==> src/design/ipb_pkg.sv <==
// shared constants and types for the interrupt priority bank
package ipb_pkg;

    // ************************************************************
    // sizes
    // ************************************************************
    localparam int IPB_NREG   = 5;
    localparam int IPB_NSRC   = 19;
    localparam int IPB_LVL_W  = 3;
    localparam int IPB_REG_W  = 16;
    localparam int IPB_ADDR_W = 8;

    // ************************************************************
    // register byte offsets
    // ************************************************************
    localparam logic [IPB_ADDR_W-1:0] IPB_OFS_CAPTURE_DMA    = 8'h00;
    localparam logic [IPB_ADDR_W-1:0] IPB_OFS_COMPARE_CAPT   = 8'h04;
    localparam logic [IPB_ADDR_W-1:0] IPB_OFS_TIMER_DMA_CMP  = 8'h08;
    localparam logic [IPB_ADDR_W-1:0] IPB_OFS_TIMER_TWOWIRE  = 8'h0C;
    localparam logic [IPB_ADDR_W-1:0] IPB_OFS_CAN_EXTINT_TMR = 8'h10;
    localparam logic [2:0]            IPB_IDX_NONE           = 3'h7;

    // ************************************************************
    // field values, masks and reset words
    // ************************************************************
    localparam logic [2:0]  IPB_LEVEL_RESET  = 3'h4;
    localparam logic [2:0]  IPB_LEVEL_OFF    = 3'h0;
    localparam logic [15:0] IPB_MASK_FULL    = 16'h7777;
    localparam logic [15:0] IPB_MASK_NO_MID  = 16'h7707;
    localparam logic [15:0] IPB_RESET_FULL   = {4{1'b0, IPB_LEVEL_RESET}};
    localparam logic [15:0] IPB_RESET_NO_MID = IPB_RESET_FULL & IPB_MASK_NO_MID;
    localparam logic [15:0] IPB_MASK [IPB_NREG] =
        '{IPB_MASK_FULL, IPB_MASK_FULL, IPB_MASK_NO_MID, IPB_MASK_FULL, IPB_MASK_FULL};
    localparam logic [15:0] IPB_RESET [IPB_NREG] =
        '{IPB_RESET_FULL, IPB_RESET_FULL, IPB_RESET_NO_MID, IPB_RESET_FULL, IPB_RESET_FULL};

    localparam logic [1:0] IPB_RESP_OKAY   = 2'h0;
    localparam logic [1:0] IPB_RESP_SLVERR = 2'h2;

    // ************************************************************
    // interrupt sources: holding register and field position
    // ************************************************************
    typedef enum int {
        IPB_SRC_CAPTURE5, IPB_SRC_CAPTURE4, IPB_SRC_CAPTURE3, IPB_SRC_DMA3_DONE,
        IPB_SRC_COMPARE7, IPB_SRC_COMPARE6, IPB_SRC_COMPARE5, IPB_SRC_CAPTURE6,
        IPB_SRC_TIMER6, IPB_SRC_DMA4_DONE, IPB_SRC_COMPARE8,
        IPB_SRC_TIMER8, IPB_SRC_TWOWIRE2_MASTER, IPB_SRC_TWOWIRE2_SLAVE, IPB_SRC_TIMER7,
        IPB_SRC_CAN2_RECEIVE, IPB_SRC_EXTERNAL4, IPB_SRC_EXTERNAL3, IPB_SRC_TIMER9
    } ipb_src_e;

    localparam int IPB_SRC_REG [IPB_NSRC] =
        '{0, 0, 0, 0, 1, 1, 1, 1, 2, 2, 2, 3, 3, 3, 3, 4, 4, 4, 4};
    localparam int IPB_SRC_LSB [IPB_NSRC] =
        '{12, 8, 4, 0, 12, 8, 4, 0, 12, 8, 0, 12, 8, 4, 0, 12, 8, 4, 0};

    // ************************************************************
    // types
    // ************************************************************
    typedef logic [IPB_REG_W-1:0]             ipb_word_t;
    typedef ipb_word_t [IPB_NREG-1:0]         ipb_bank_t;
    typedef logic [IPB_LVL_W-1:0]             ipb_level_t;
    typedef ipb_level_t [IPB_NSRC-1:0]        ipb_levels_t;
    typedef enum logic {IPB_WR_COLLECT, IPB_WR_RESP} ipb_wr_state_t;
    typedef enum logic {IPB_RD_IDLE, IPB_RD_DATA}    ipb_rd_state_t;

    typedef struct packed {
        logic [1:0]  resp;
        logic [31:0] data;
    } ipb_rd_beat_t;

endpackage : ipb_pkg

==> src/design/ipb_prio_reg.sv <==
// one 16-bit priority register with byte lanes and fixed-zero holes
`timescale 1ns/1ps
module ipb_prio_reg
    import ipb_pkg::*;
#(
    parameter logic [15:0] MASK  = IPB_MASK_FULL,
    parameter logic [15:0] RESET = IPB_RESET_FULL
) (
    input  wire logic       clk_i,
    input  wire logic       rst_n_i,
    input  wire logic       wr_i,
    input  wire logic [1:0] strb_i,
    input  wire logic [15:0] wdata_i,
    output ipb_word_t       value_o
);

    ipb_word_t next_value;

    // holes are masked on the way in, so they can never read back as one
    assign next_value = {strb_i[1] ? wdata_i[15:8] : value_o[15:8],
                         strb_i[0] ? wdata_i[7:0]  : value_o[7:0]} & MASK;

    always_ff @(posedge clk_i or negedge rst_n_i) begin
        if (!rst_n_i) begin
            value_o <= RESET;
        end else if (wr_i) begin
            value_o <= next_value;
        end
    end

endmodule : ipb_prio_reg

==> src/design/ipb_level_map.sv <==
// slices the bank into per-source levels and gates requests
`timescale 1ns/1ps
module ipb_level_map
    import ipb_pkg::*;
(
    input  wire ipb_bank_t            bank_i,
    input  wire logic [IPB_NSRC-1:0]  flag_i,
    output ipb_levels_t               level_o,
    output logic [IPB_NSRC-1:0]       req_o
);

    for (genvar s = 0; s < IPB_NSRC; s++) begin : g_src
        // straight binary: 7 highest, 1 lowest active
        assign level_o[s] = bank_i[IPB_SRC_REG[s]][IPB_SRC_LSB[s] +: IPB_LVL_W];
        assign req_o[s]   = flag_i[s] && (level_o[s] != IPB_LEVEL_OFF);
    end

endmodule : ipb_level_map

==> src/design/ipb_bank_top.sv <==
// interrupt priority bank: AXI4-Lite registers and level outputs
//
// The AXI4-Lite interface to the registers and the register addresses are this design's own decisions.
`timescale 1ns/1ps
module ipb_bank_top
    import ipb_pkg::*;
(
    input  wire logic                  CLK_I,
    input  wire logic                  RST_N_I,
    input  wire logic [IPB_ADDR_W-1:0] S_AXI_AWADDR_I,
    input  wire logic                  S_AXI_AWVALID_I,
    output logic                       S_AXI_AWREADY_O,
    input  wire logic [31:0]           S_AXI_WDATA_I,
    input  wire logic [3:0]            S_AXI_WSTRB_I,
    input  wire logic                  S_AXI_WVALID_I,
    output logic                       S_AXI_WREADY_O,
    output logic [1:0]                 S_AXI_BRESP_O,
    output logic                       S_AXI_BVALID_O,
    input  wire logic                  S_AXI_BREADY_I,
    input  wire logic [IPB_ADDR_W-1:0] S_AXI_ARADDR_I,
    input  wire logic                  S_AXI_ARVALID_I,
    output logic                       S_AXI_ARREADY_O,
    output logic [31:0]                S_AXI_RDATA_O,
    output logic [1:0]                 S_AXI_RRESP_O,
    output logic                       S_AXI_RVALID_O,
    input  wire logic                  S_AXI_RREADY_I,
    input  wire logic [IPB_NSRC-1:0]   SRC_FLAG_I,
    output ipb_levels_t                SRC_LEVEL_O,
    output logic [IPB_NSRC-1:0]        SRC_REQ_O
);

    // ************************************************************
    // address decode
    // ************************************************************
    // low two address bits are ignored: every register is one word
    function automatic logic [2:0] reg_index(input logic [IPB_ADDR_W-1:0] a);
        logic [IPB_ADDR_W-1:0] w;
        w = {a[IPB_ADDR_W-1:2], 2'b00};
        if (w == IPB_OFS_CAPTURE_DMA) begin
            reg_index = 3'h0;
        end else if (w == IPB_OFS_COMPARE_CAPT) begin
            reg_index = 3'h1;
        end else if (w == IPB_OFS_TIMER_DMA_CMP) begin
            reg_index = 3'h2;
        end else if (w == IPB_OFS_TIMER_TWOWIRE) begin
            reg_index = 3'h3;
        end else if (w == IPB_OFS_CAN_EXTINT_TMR) begin
            reg_index = 3'h4;
        end else begin
            reg_index = IPB_IDX_NONE;
        end
    endfunction : reg_index

    // ************************************************************
    // declarations
    // ************************************************************
    logic                  rst_meta;
    logic                  rst_n;
    ipb_wr_state_t         wr_state;
    ipb_wr_state_t         next_wr_state;
    ipb_rd_state_t         rd_state;
    ipb_rd_state_t         next_rd_state;
    logic                  aw_hold;
    logic [IPB_ADDR_W-1:0] aw_addr;
    logic                  w_hold;
    logic [15:0]           w_data;
    logic [1:0]            w_strb;
    logic                  aw_fire;
    logic                  w_fire;
    logic                  ar_fire;
    logic                  wr_commit;
    logic [2:0]            wr_sel;
    logic [2:0]            rd_sel;
    ipb_word_t             rd_word;
    logic [1:0]            bresp;
    ipb_rd_beat_t          rd_beat;
    ipb_bank_t             bank;

    // ************************************************************
    // reset release
    // ************************************************************
    // assert at once, release two clocks later so no register leaves
    // reset on a different edge from its neighbours
    always_ff @(posedge CLK_I or negedge RST_N_I) begin
        if (!RST_N_I) begin
            rst_meta <= 1'b0;
            rst_n    <= 1'b0;
        end else begin
            rst_meta <= 1'b1;
            rst_n    <= rst_meta;
        end
    end

    // ************************************************************
    // write channel
    // ************************************************************
    assign S_AXI_AWREADY_O = (wr_state == IPB_WR_COLLECT) && !aw_hold;
    assign S_AXI_WREADY_O  = (wr_state == IPB_WR_COLLECT) && !w_hold;
    assign S_AXI_BVALID_O  = (wr_state == IPB_WR_RESP);
    assign S_AXI_BRESP_O   = bresp;
    assign aw_fire         = S_AXI_AWVALID_I && S_AXI_AWREADY_O;
    assign w_fire          = S_AXI_WVALID_I && S_AXI_WREADY_O;
    assign wr_commit       = (wr_state == IPB_WR_COLLECT) && aw_hold && w_hold;
    assign wr_sel          = reg_index(aw_addr);

    always_ff @(posedge CLK_I or negedge rst_n) begin
        if (!rst_n) begin
            aw_hold <= 1'b0;
            aw_addr <= '0;
        end else if (aw_fire) begin
            aw_hold <= 1'b1;
            aw_addr <= S_AXI_AWADDR_I;
        end else if (wr_commit) begin
            aw_hold <= 1'b0;
        end
    end

    // only the low half of the data word holds register bits
    always_ff @(posedge CLK_I or negedge rst_n) begin
        if (!rst_n) begin
            w_hold <= 1'b0;
            w_data <= 16'h0000;
            w_strb <= 2'h0;
        end else if (w_fire) begin
            w_hold <= 1'b1;
            w_data <= S_AXI_WDATA_I[15:0];
            w_strb <= S_AXI_WSTRB_I[1:0];
        end else if (wr_commit) begin
            w_hold <= 1'b0;
        end
    end

    always_comb begin
        next_wr_state = wr_state;
        case (wr_state)
            IPB_WR_COLLECT: begin
                if (wr_commit) begin
                    next_wr_state = IPB_WR_RESP;
                end
            end
            IPB_WR_RESP: begin
                if (S_AXI_BREADY_I) begin
                    next_wr_state = IPB_WR_COLLECT;
                end
            end
            default: next_wr_state = IPB_WR_COLLECT;
        endcase
    end

    always_ff @(posedge CLK_I or negedge rst_n) begin
        if (!rst_n) begin
            wr_state <= IPB_WR_COLLECT;
            bresp    <= IPB_RESP_OKAY;
        end else begin
            wr_state <= next_wr_state;
            if (wr_commit) begin
                bresp <= (wr_sel == IPB_IDX_NONE) ? IPB_RESP_SLVERR : IPB_RESP_OKAY;
            end
        end
    end

    // ************************************************************
    // register bank
    // ************************************************************
    for (genvar r = 0; r < IPB_NREG; r++) begin : g_reg
        ipb_prio_reg #(
            .MASK  (IPB_MASK[r]),
            .RESET (IPB_RESET[r])
        ) u_reg (
            .clk_i   (CLK_I),
            .rst_n_i (rst_n),
            .wr_i    (wr_commit && (wr_sel == 3'(r))),
            .strb_i  (w_strb),
            .wdata_i (w_data),
            .value_o (bank[r])
        );
    end

    // ************************************************************
    // read channel
    // ************************************************************
    assign rd_sel          = reg_index(S_AXI_ARADDR_I);
    assign rd_word         = (rd_sel < 3'(IPB_NREG)) ? bank[rd_sel] : 16'h0000;
    assign S_AXI_ARREADY_O = (rd_state == IPB_RD_IDLE);
    assign S_AXI_RVALID_O  = (rd_state == IPB_RD_DATA);
    assign ar_fire         = S_AXI_ARVALID_I && S_AXI_ARREADY_O;
    assign S_AXI_RDATA_O   = rd_beat.data;
    assign S_AXI_RRESP_O   = rd_beat.resp;

    always_comb begin
        next_rd_state = rd_state;
        case (rd_state)
            IPB_RD_IDLE: begin
                if (ar_fire) begin
                    next_rd_state = IPB_RD_DATA;
                end
            end
            IPB_RD_DATA: begin
                if (S_AXI_RREADY_I) begin
                    next_rd_state = IPB_RD_IDLE;
                end
            end
            default: next_rd_state = IPB_RD_IDLE;
        endcase
    end

    // upper sixteen bits and every hole come back as zero
    always_ff @(posedge CLK_I or negedge rst_n) begin
        if (!rst_n) begin
            rd_state <= IPB_RD_IDLE;
            rd_beat  <= '0;
        end else begin
            rd_state <= next_rd_state;
            if (ar_fire) begin
                rd_beat.data <= {16'h0000, rd_word};
                rd_beat.resp <= (rd_sel == IPB_IDX_NONE) ? IPB_RESP_SLVERR : IPB_RESP_OKAY;
            end
        end
    end

    // ************************************************************
    // levels toward arbitration
    // ************************************************************
    // no extra stage: arbitration sees a write on the very next edge
    ipb_level_map u_map (
        .bank_i  (bank),
        .flag_i  (SRC_FLAG_I),
        .level_o (SRC_LEVEL_O),
        .req_o   (SRC_REQ_O)
    );

    logic [IPB_NSRC-1:0] lvl_nz;
    for (genvar s = 0; s < IPB_NSRC; s++) begin : g_nz
        assign lvl_nz[s] = |SRC_LEVEL_O[s];
    end
endmodule : ipb_bank_top

==> config.mk <==
export PLATFORM = sky130hd
export DESIGN_NAME = ipb_bank_top
export DESIGN_NICKNAME = d
export VERILOG_FILES = /design/src/design/ipb_pkg.sv /design/src/design/ipb_prio_reg.sv /design/src/design/ipb_level_map.sv /design/src/design/ipb_bank_top.sv
export SDC_FILE = /design/constraint.sdc
export NUM_CORES = 1
export LEC_CHECK = 0
export ABC_CLOCK_PERIOD_IN_PS = 3200
export BUFFER_PORTS_ARGS = -buffer_cell sky130_fd_sc_hd__buf_2
export CAP_MARGIN = 10
export CELL_PAD_IN_SITES_DETAIL_PLACEMENT = 0
export CELL_PAD_IN_SITES_GLOBAL_PLACEMENT = 1
export CORE_AREA = 2 2 115 117
export DETAILED_ROUTE_END_ITERATION = 7
export DIE_AREA = 0 0 117 119
export PLACE_DENSITY = 0.81
export SKIP_LAST_GASP = 1
export SYNTH_ARGS = -nofsm -noshare
export SYNTH_HDL_FRONTEND = slang
export SYNTH_SLANG_ARGS = --single-unit
==> constraint.sdc <==
create_clock -name CLK_I -period 3.2 [get_ports CLK_I]
set_input_delay 0.16 -clock CLK_I [delete_from_list [all_inputs] [get_ports CLK_I]]
set_output_delay 0.16 -clock CLK_I [all_outputs]
set_load 0.02 [all_outputs]
Yosys cells after proc, flatten, opt, wreduce, memory -nomap -nowiden. Cells that the tools add are included.

Bits of input ports: 78. Word-level logic and storage cells: 131. Register bits after elaboration: 108. Output and inout port bits: 117.

Muxes and demuxes: 24. Equality and inequality tests: 14. Bitwise operators: 2. Reduce and logical (&&, ||, !) cells: 67. Order comparisons: 2.

Operators with widths (count): $reduce_bool A3 Y1 (19); $bmux W16 S3 (1); $mux W16 (2); $logic_and A1 B1 Y1 (31); $eq A6 B2 Y1 const B (4); $mux W3 (8); $reduce_and A2 Y1 (10); $eq A6 B1 Y1 const B (2); $eq A6 B3 Y1 const B (2); $logic_not A6 Y1 (2); $eq A3 B3 Y1 const B (3); $mux W2 (4); $mux W1 (7); $eq A3 B2 Y1 const B (2); $lt A3 B4 Y1 const B (1); $pmux W1 S2 (2); $reduce_bool A2 Y1 (2); $eq A3 B1 Y1 const B (1); $logic_not A3 Y1 (1); $lt A3 B3 Y1 const B (1); $logic_not A1 Y1 (2); $not A1 Y1 (2).

Depth between registers and ports, before layout. Gate-level depths: netlist (run 1).

Depth after elaboration: 9. Depth in mapped cells: 6. Gate-level depth less buffers: 4.

Modules after synthesis. Synthesis (run 1) repeated with hierarchy kept, for this count alone.

Cells, all modules: 463. Area total of the unflattened synthesis: 5584.1 um2.

By module, submodules not included: ipb_bank_top (times used 1, area each 2625.0 um2, sequential area each 1201.2 um2, cells an instance 235); ipb_prio_reg at g_reg[0].u_reg ... (times used 4, area each 481.7 um2, sequential area each 305.3 um2, cells an instance 31); ipb_level_map (times used 1, area each 594.3 um2, sequential area each 0.0 um2, cells an instance 76); ipb_prio_reg at g_reg[2].u_reg (times used 1, area each 437.9 um2, sequential area each 229.0 um2, cells an instance 28).

Worst setup path before layout (run 1). OpenSTA, ideal clock, no wires.

Path type: register to register. Start: reg wr_state (netlist: S_AXI_BVALID_O). End: reg w_data[10]. Slack: 1319 ps. Data required time: 3075 ps. Stages on the path, launching flop included: 6. Clock period less this slack: 1881 ps. Arrival time: 1756 ps. Library setup time: 125 ps. Path buffers: 2. Path through: dfrtp_1 > nor2_1 > and2_1 > clkbuf_1 > buf_2 > mux2_2.

Longest elaborated chain between the ends: 3.

Ends and longest elaborated chain: from (decl) (line ipb_bank_top.sv:59) `ipb_wr_state_t wr_state;`; from (signal assigned) (line ipb_bank_top.sv:155) `wr_state <= next_wr_state;`; $not A1 Y1; $logic_and A1 B1 Y1 (line ipb_bank_top.sv:98) `assign S_AXI_WREADY_O = (wr_state == IPB_WR_COLLECT) && !w_hold;`; via S_AXI_WREADY_O (line ipb_bank_top.sv:16) `output logic S_AXI_WREADY_O,`; $logic_and A1 B1 Y1 (line ipb_bank_top.sv:102) `assign w_fire = S_AXI_WVALID_I && S_AXI_WREADY_O;`; to (signal assigned) (line ipb_bank_top.sv:126) `w_data <= S_AXI_WDATA_I[15:0];`; to (decl) (line ipb_bank_top.sv:66) `logic [15:0] w_data;`.

The timed path passes the listed nets, and every way through them passes these cells. A chain may end at the register's enable or synchronous reset.

Worst setup path after layout (run 1).
Start: reg wr_state (netlist: S_AXI_BVALID_O). End: reg g_reg[3].u_reg.value_o[13].

Longest elaborated chain between the ends: 5.

Ends and longest elaborated chain: $not A1 Y1; $logic_and A1 B1 Y1 (2 in series) (line ipb_bank_top.sv:103) `assign wr_commit = (wr_state == IPB_WR_COLLECT) && aw_hold && w_hold;`; $logic_and A1 B1 Y1 (line ipb_bank_top.sv:172) `.wr_i (wr_commit && (wr_sel == 3'(r))),`; $reduce_and A2 Y1 (no line); to (signal assigned) (line ipb_prio_reg.sv:27) `value_o <= next_value;`; to (decl) (line ipb_prio_reg.sv:14) `output ipb_word_t value_o`.

No other way between the ends.

==> results.ini, run 1 <==
[cells_and_area]
nets = 596
area_delta_synth_final_pct = 25.24
drive_gt1_share_pct = 46.85
antenna_cells = 0
layout.cells.non_filler = 699
final_util_pct = 44.94
post-route-cell-area_um2 = 5786

[die]
io_pins = 195
die_y_um = 119
die_w_um = 117
start_util_pct = 35.88
die-area_um2 = 13920
rows = 42
core_um2 = 12870

[sta]
min_period_over_period_pct = 61.12
tightestPinTransition_ns = 1.009
skew_ns = 0.008030
rsz0062_at_grt = false
hold_slack_ns = 0.04237
drv_slew = 0
slew_headroom_pct = 32.53
hold_viol = 0
fin_ws_ns = 1.244
setup_violations = 0
fmax_ghz = 0.5113
tns_ns = 0
fin_crit_ns = 1.956

[yosys]
synth_commonest_cells = dfrtp_1 (78), mux2_2 (47), mux2_1 (30), buf_4 (24)
synthXorXnorAreaFrac_pct = 0
syn_avg_cell_area_um2 = 12.48
synth-seq-cells = 97
yosysTopAreaCell = dfrtp_1
yosysWarnings = 0
synth_fa_ha_area_share_pct = 0.2167
async_flop_share_pct = 100.0
yosysSeqAreaShare_pct = 53.06
ys_types = 44
synth_flop_cell = dfrtp_1
synth_area_leaders = dfrtp_1 (42%), mux2_2 (11%), dfstp_2 (11%), mux2_1 (7.3%), buf_4 (3.9%)
synthSimpleGateAreaFrac_pct = 10.29
synth_compound_area_share_pct = 11.84
synth_area_um2 = 4619
yosysTopAreaCellShare_pct = 42.25
synth_edf_count = 0
synth_top_family_by_area = multiplexers
synthMuxAreaShare_pct = 18.77
synth_cells = 370
yosysMostFrequentCell = dfrtp_1

[drt]
wl_per_cell_um = 16.64
viasPerCell = 4.901
vias = 3426
drt_wl_total_um = 11630
drcViolationCount = 0
drtIter0Drc = 165
dr.pass1.iters = 4
ant_nets = 0

[setup_path]
crit_family = simple AND/OR/NAND/NOR gates
crit_fanout = 11
crit_buf_inv = 1
worst-endpoint-required_ns = 3.43
crit_chain = nand3b_1, nor4_2, buf_4, and4_1, mux2_2
crit_path_top_delay_cell = and4_1
start_kind = flop
worst-setup-path-type = flop to flop
cp.arrival_ns = 2.18
end_kind = flop
critical-path-max-stage-delay_ns = 0.42

[place]
placed_cells = 680
postPlaceCellArea_um2 = 5458
dp_worst_setup_slack_ns = 1.240
portBuffers = 146
gp_congestion = 0.8387
dp_hpwl_um = 8949

[clock_tree]
path_clk_slew_ns = 0.07
cts_made_buffers = 9
clock-sinks = 97
cts_tree = built
post_cts_buffers = 0
htreeDepth = 3
root_buffer = clkbuf_16
clock_latency_ns = 0.34
clk_path_buf_depth = 2

[flow_run]
maxCapViolations = 0

[grt]
overflow = 0
grt_pass1_vias = 3441
antenna_found_initial = 0
grt_use_total_pct = 17.07
grt_pass1_wl_um = 18230
grt_max_degree = 68

[power_and_ir_drop]
powerDensity_nw_per_um2 = 840.0
p_total_mw = 4.860
ir_drop_uv = 381.4
leakage_nw = 2.888

[run_status]
status = finished, final reports clean

[worst_hold_path]
worstHoldPathType = input pin to flop

[registers in the layout (all words and copies together) (netlist names)]
name	cells
S_AXI_BRESP_O	1
S_AXI_BVALID_O	1
S_AXI_RDATA_O	12
S_AXI_RRESP_O	1
S_AXI_RVALID_O	1
aw_addr	6
aw_hold	1
g.u_reg.value_o	57
rst_meta	1
rst_n	1
w_data	12
w_hold	1
w_strb	2
[cell usage in the layout, fill, tap and decap left out, drive strengths merged, types with 3 or more instances in the layout]
cell and count:
buf 151, dfrtp 78, mux2 77, conb 23, o21ai 21, nor2 20, o31a 19, dfstp 19
nand3 12, clkbuf 11, a32oi 9, nor2b 8, a21oi 7, nor3b 7, o211ai 7, inv 6
nand3b 4, nand2 4, and3 4, a21o 3, a221oi 3, o22ai 3, dlygate4sd3 3
[power breakdown]
| part | internal, mW | leakage [nW] | switching, mW | total (mW) |
|---|---|---|---|---|
| clock | 0.624 | 0.142 | 0.449 | 1.07 |
| sequential | 1.67 | 1.21 | 0.520 | 2.19 |
| combinational | 0.687 | 1.53 | 0.914 | 1.60 |
| total | 2.98 | 2.89 | 1.88 | 4.86 |
[final timing paths]
path                                  start                          to  slack [ns]  depth (start not counted)
max                          S_AXI_BVALID_O  g_reg[3].u_reg.value_o[13]        1.24                          5
min                        S_AXI_WSTRB_I[0]                   w_strb[0]        0.04                          2
max reg2reg                  S_AXI_BVALID_O  g_reg[3].u_reg.value_o[13]        1.24                          5
min reg2reg                        rst_meta                       rst_n        0.36                          0
max in group asynchronous             rst_n   g_reg[4].u_reg.value_o[2]        1.95                          1
min in group asynchronous           RST_N_I                       rst_n        0.13                          2
[layout make-up]
cell class,instances,area [um^2]
well taps,176,220.2
repair buffers,154,798.3
clock inverters,5,55.05
inverters,6,22.52
fillers,1214,7089
flip-flops and latches,97,2455
clock buffers,11,242.7
multi-input cells,250,1992
[metal layers]
layer | track usage, % | routed length, um | vias up
met5 | 0 | 0 | -
met3 | 4.020 | 570 | 18
met2 | 27.96 | 5772 | 101
met1 | 21.67 | 5039 | 1685
li1 | - | - | 1622
met4 | 6.691 | 251 | 0
[repair_timing]
item | in CTS | in global routing
hold buffers | 3 | 0
gates resized for setup | 0 | 0
hold endpoints to repair | 4 | 0
[cell families (layout without fill, tap and decap cells)]
kind of cell             after synthesis  count (layout)
other                                  2              23
AND/OR/NAND/NOR                       72              72
multiplexers                          77              77
AO/OA/AOI/OAI                         77              77
adder cells (fa/ha/maj)                1               1
buffers and inverters                 44             176
flip-flops                            97              97
Note: power is estimated with default switching activity, not from simulation.
==> run 2, diff against run 1 <==
ABC_CLOCK_PERIOD_IN_PS = 1800   (was 3200)
clock period = 1.8 ns   (was 3.2 ns; I/O delays follow)
==> run 2 against run 1 <==
  * Sequential power up 76%
  * Sequential cell count unchanged
  * Die area unchanged
  * Critical path depth up 1
  * First-iteration DRC count down 15%
  * Highest routed layer unchanged
  * Critical endpoint is now g_reg[3].u_reg.value_o[5]
  * Global-route usage up 0.98 points
==> results.ini, run 2 (synthesis gave the netlist of run 1 again) <==
[run_status]
status = finished, final reports clean

[clock_tree]
clock-sinks = 97  ; unchanged
htreeDepth = 3  ; unchanged
root_buffer = clkbuf_16
cts_made_buffers = 9  ; unchanged
clk_path_buf_depth = 2  ; unchanged
path_clk_slew_ns = 0.07  ; about the same
cts_tree = built
clock_latency_ns = 0.34  ; about the same

[cells_and_area]
drive_gt1_share_pct = 49.01  ; +2.2 points
area_delta_synth_final_pct = 34.56
post-route-cell-area_um2 = 6216  ; +7.4%
top_register = g.u_reg.value_o
nets = 630  ; +5.7%
largest_reg_flops = 57  ; unchanged
fill_cells = 1177  ; -3.0%
layout_common_cells = buf_2 (146), dfrtp_1 (76), mux2_2 (44), conb_1 (23), dlygate4sd3_1 (23)
final_common_cell = buf_2
antenna_cells = 0  ; unchanged

[setup_path]
cp.arrival_ns = 1.95  ; -0.23 ns
reg2reg_depth = 6  ; +1
cp.depth = 6  ; +1
startpoint = S_AXI_BVALID_O
crit_buf_inv = 2  ; +1
crit_family = simple AND/OR/NAND/NOR gates
regToRegStartpoint = S_AXI_BVALID_O
end_kind = flop
crit_path_top_delay_cell = dfrtp_2
start_kind = flop
crit_chain = nand3b_1, nor4_2, buf_4, and4_4, buf_8, mux2_4
crit_fanout = 6  ; -5
critical-path-max-stage-delay_ns = 0.40  ; -0.02 ns
worst-endpoint-required_ns = 2.03  ; -1.40 ns
worst-setup-path-type = flop to flop

[power_and_ir_drop]
powerDensity_nw_per_um2 = 1441  ; +72%
power_switching_mw = 3.496  ; +86%
clkPwrFrac_pct = 21.4  ; -0.7 points
p_total_mw = 8.960  ; +84%
ir_drop_uv = 682.6  ; +79%
power_frac_comb_pct = 35.6  ; +2.6 points
leakage_nw = 3.074  ; +6.4%
seqPwrFrac_pct = 43.0  ; -2.0 points
p_int_mw = 5.464  ; +83%
p_sw_share_pct = 39.02  ; +0.29 points

[die]
die-area_um2 = 13920  ; unchanged
die_y_um = 119  ; unchanged
io_pins = 195  ; unchanged
core_um2 = 12870  ; unchanged
die_w_um = 117  ; unchanged
start_util_pct = 35.88  ; unchanged
rows = 42  ; unchanged

[sta]
min_period_over_period_pct = 95.97  ; +35 points
setup_violations = 0  ; unchanged
skew_ns = 0.007793  ; -0.0002378 ns
slew_headroom_pct = 38.36  ; +5.8 points
drv_slew = 0  ; unchanged
tightestPinTransition_ns = 0.9222  ; -0.08719 ns
hold_viol = 0  ; unchanged
fmax_ghz = 0.5789  ; +13%
rsz0062_at_grt = true
fin_crit_ns = 1.727  ; -0.2286 ns
hold_slack_ns = 0.04946  ; +0.007093 ns

[place]
dp_hpwl_um = 9455  ; +5.6%
postPlaceCellArea_um2 = 5584  ; +2.3%
portBuffers = 146  ; unchanged
gp_congestion = 0.8347  ; -0.48%

[grt]
grt_pass1_wl_um = 19310  ; +5.9%
grt_pass1_vias = 3650  ; +6.1%
overflow = 0  ; unchanged
grt_use_total_pct = 18.05  ; +0.98 points
grt_max_degree = 44  ; -35%
antenna_found_initial = 0  ; unchanged

[worst_hold_path]
worstHoldPathType = input pin to async pin

[drt]
dr.pass1.iters = 4  ; unchanged
drtIter0Drc = 140  ; -15%
wl_per_cell_um = 16.83  ; +1.1%
drt_wl_total_um = 12340  ; +6.0%
ant_nets = 0  ; unchanged
viasPerCell = 4.967  ; +1.3%
vias = 3641  ; +6.3%
drcViolationCount = 0  ; unchanged

[flow_run]
maxCapViolations = 0  ; unchanged

[run 2: path summary, 6_finish.rpt]
| path | slack [ns] | to |
|---|---|---|
| max | 0.07 | g_reg[3].u_reg.value_o[5] |
| min in group CLK_I | 0.07 | w_hold |
| min reg2reg | 0.23 | w_data[8] |
| max reg2reg | 0.07 | g_reg[3].u_reg.value_o[5] |
| min | 0.05 | rst_n |
| max in group asynchronous | 0.96 | g_reg[4].u_reg.value_o[6] |
[run 2: final cells by class]
type / instances / area (um^2) / area share, %
Tap cell: 176 / 220.2 / 3.543
Sequential cell: 97 / 2456 / 39.51
Timing Repair Buffer: 188 / 1144 / 18.40
Clock inverter: 6 / 66.31 / 1.067
Multi-Input combinational cell: 250 / 2078 / 33.43
Clock buffer: 10 / 229.0 / 3.684
Inverter: 6 / 22.52 / 0.3623
[run 2: power groups by stage]
stage          combinational (mW)  sequential [mW]  clock, mW
2_1_floorplan                1.51             4.14          0
3_3_place_gp                 2.97             3.82          0
3_5_place_dp                 3.04             3.88          0
4_1_cts                      3.08             3.84       1.94
5_1_grt                      3.43             3.98       2.04
6_report                     3.19             3.86       1.91
[run 2: metrics by stage]
step	setup slack [ns]	TNS (ns)	util [%]	instances
floorplan	-0.005652	-0.02256	-	391
global placement	0.04680	0	43.37	693
detailed placement	0.03752	0	43.37	693
CTS	0.01819	0	47.45	732
global route	-0.07443	-1.199	48.28	733
finish	0.07260	0	48.28	733
[run 2: worst reg2reg max path: stages, from the launching register on]
cell and delay [ns]:
dfrtp_2 0.40, nand3b_1 0.20, nor4_2 0.15, buf_4 0.18, and4_4 0.24, buf_8 0.14, mux2_4 0.30
[run 2: repair_timing]
item	in CTS	in global routing
gates resized for setup	0	24
buffers inserted	0	1
endpoints found under the hold margin	24	0
endpoints found under the setup margin	0	54
hold buffers	23	0
[run 2: layer usage]
metal	track usage [%]	routed length (um)	part of all wire, %
met5	0	0	0
met1	22.64	5342	43
met2	30.96	6284	51
met3	2.901	468	3.8
met4	6.838	240	1.9
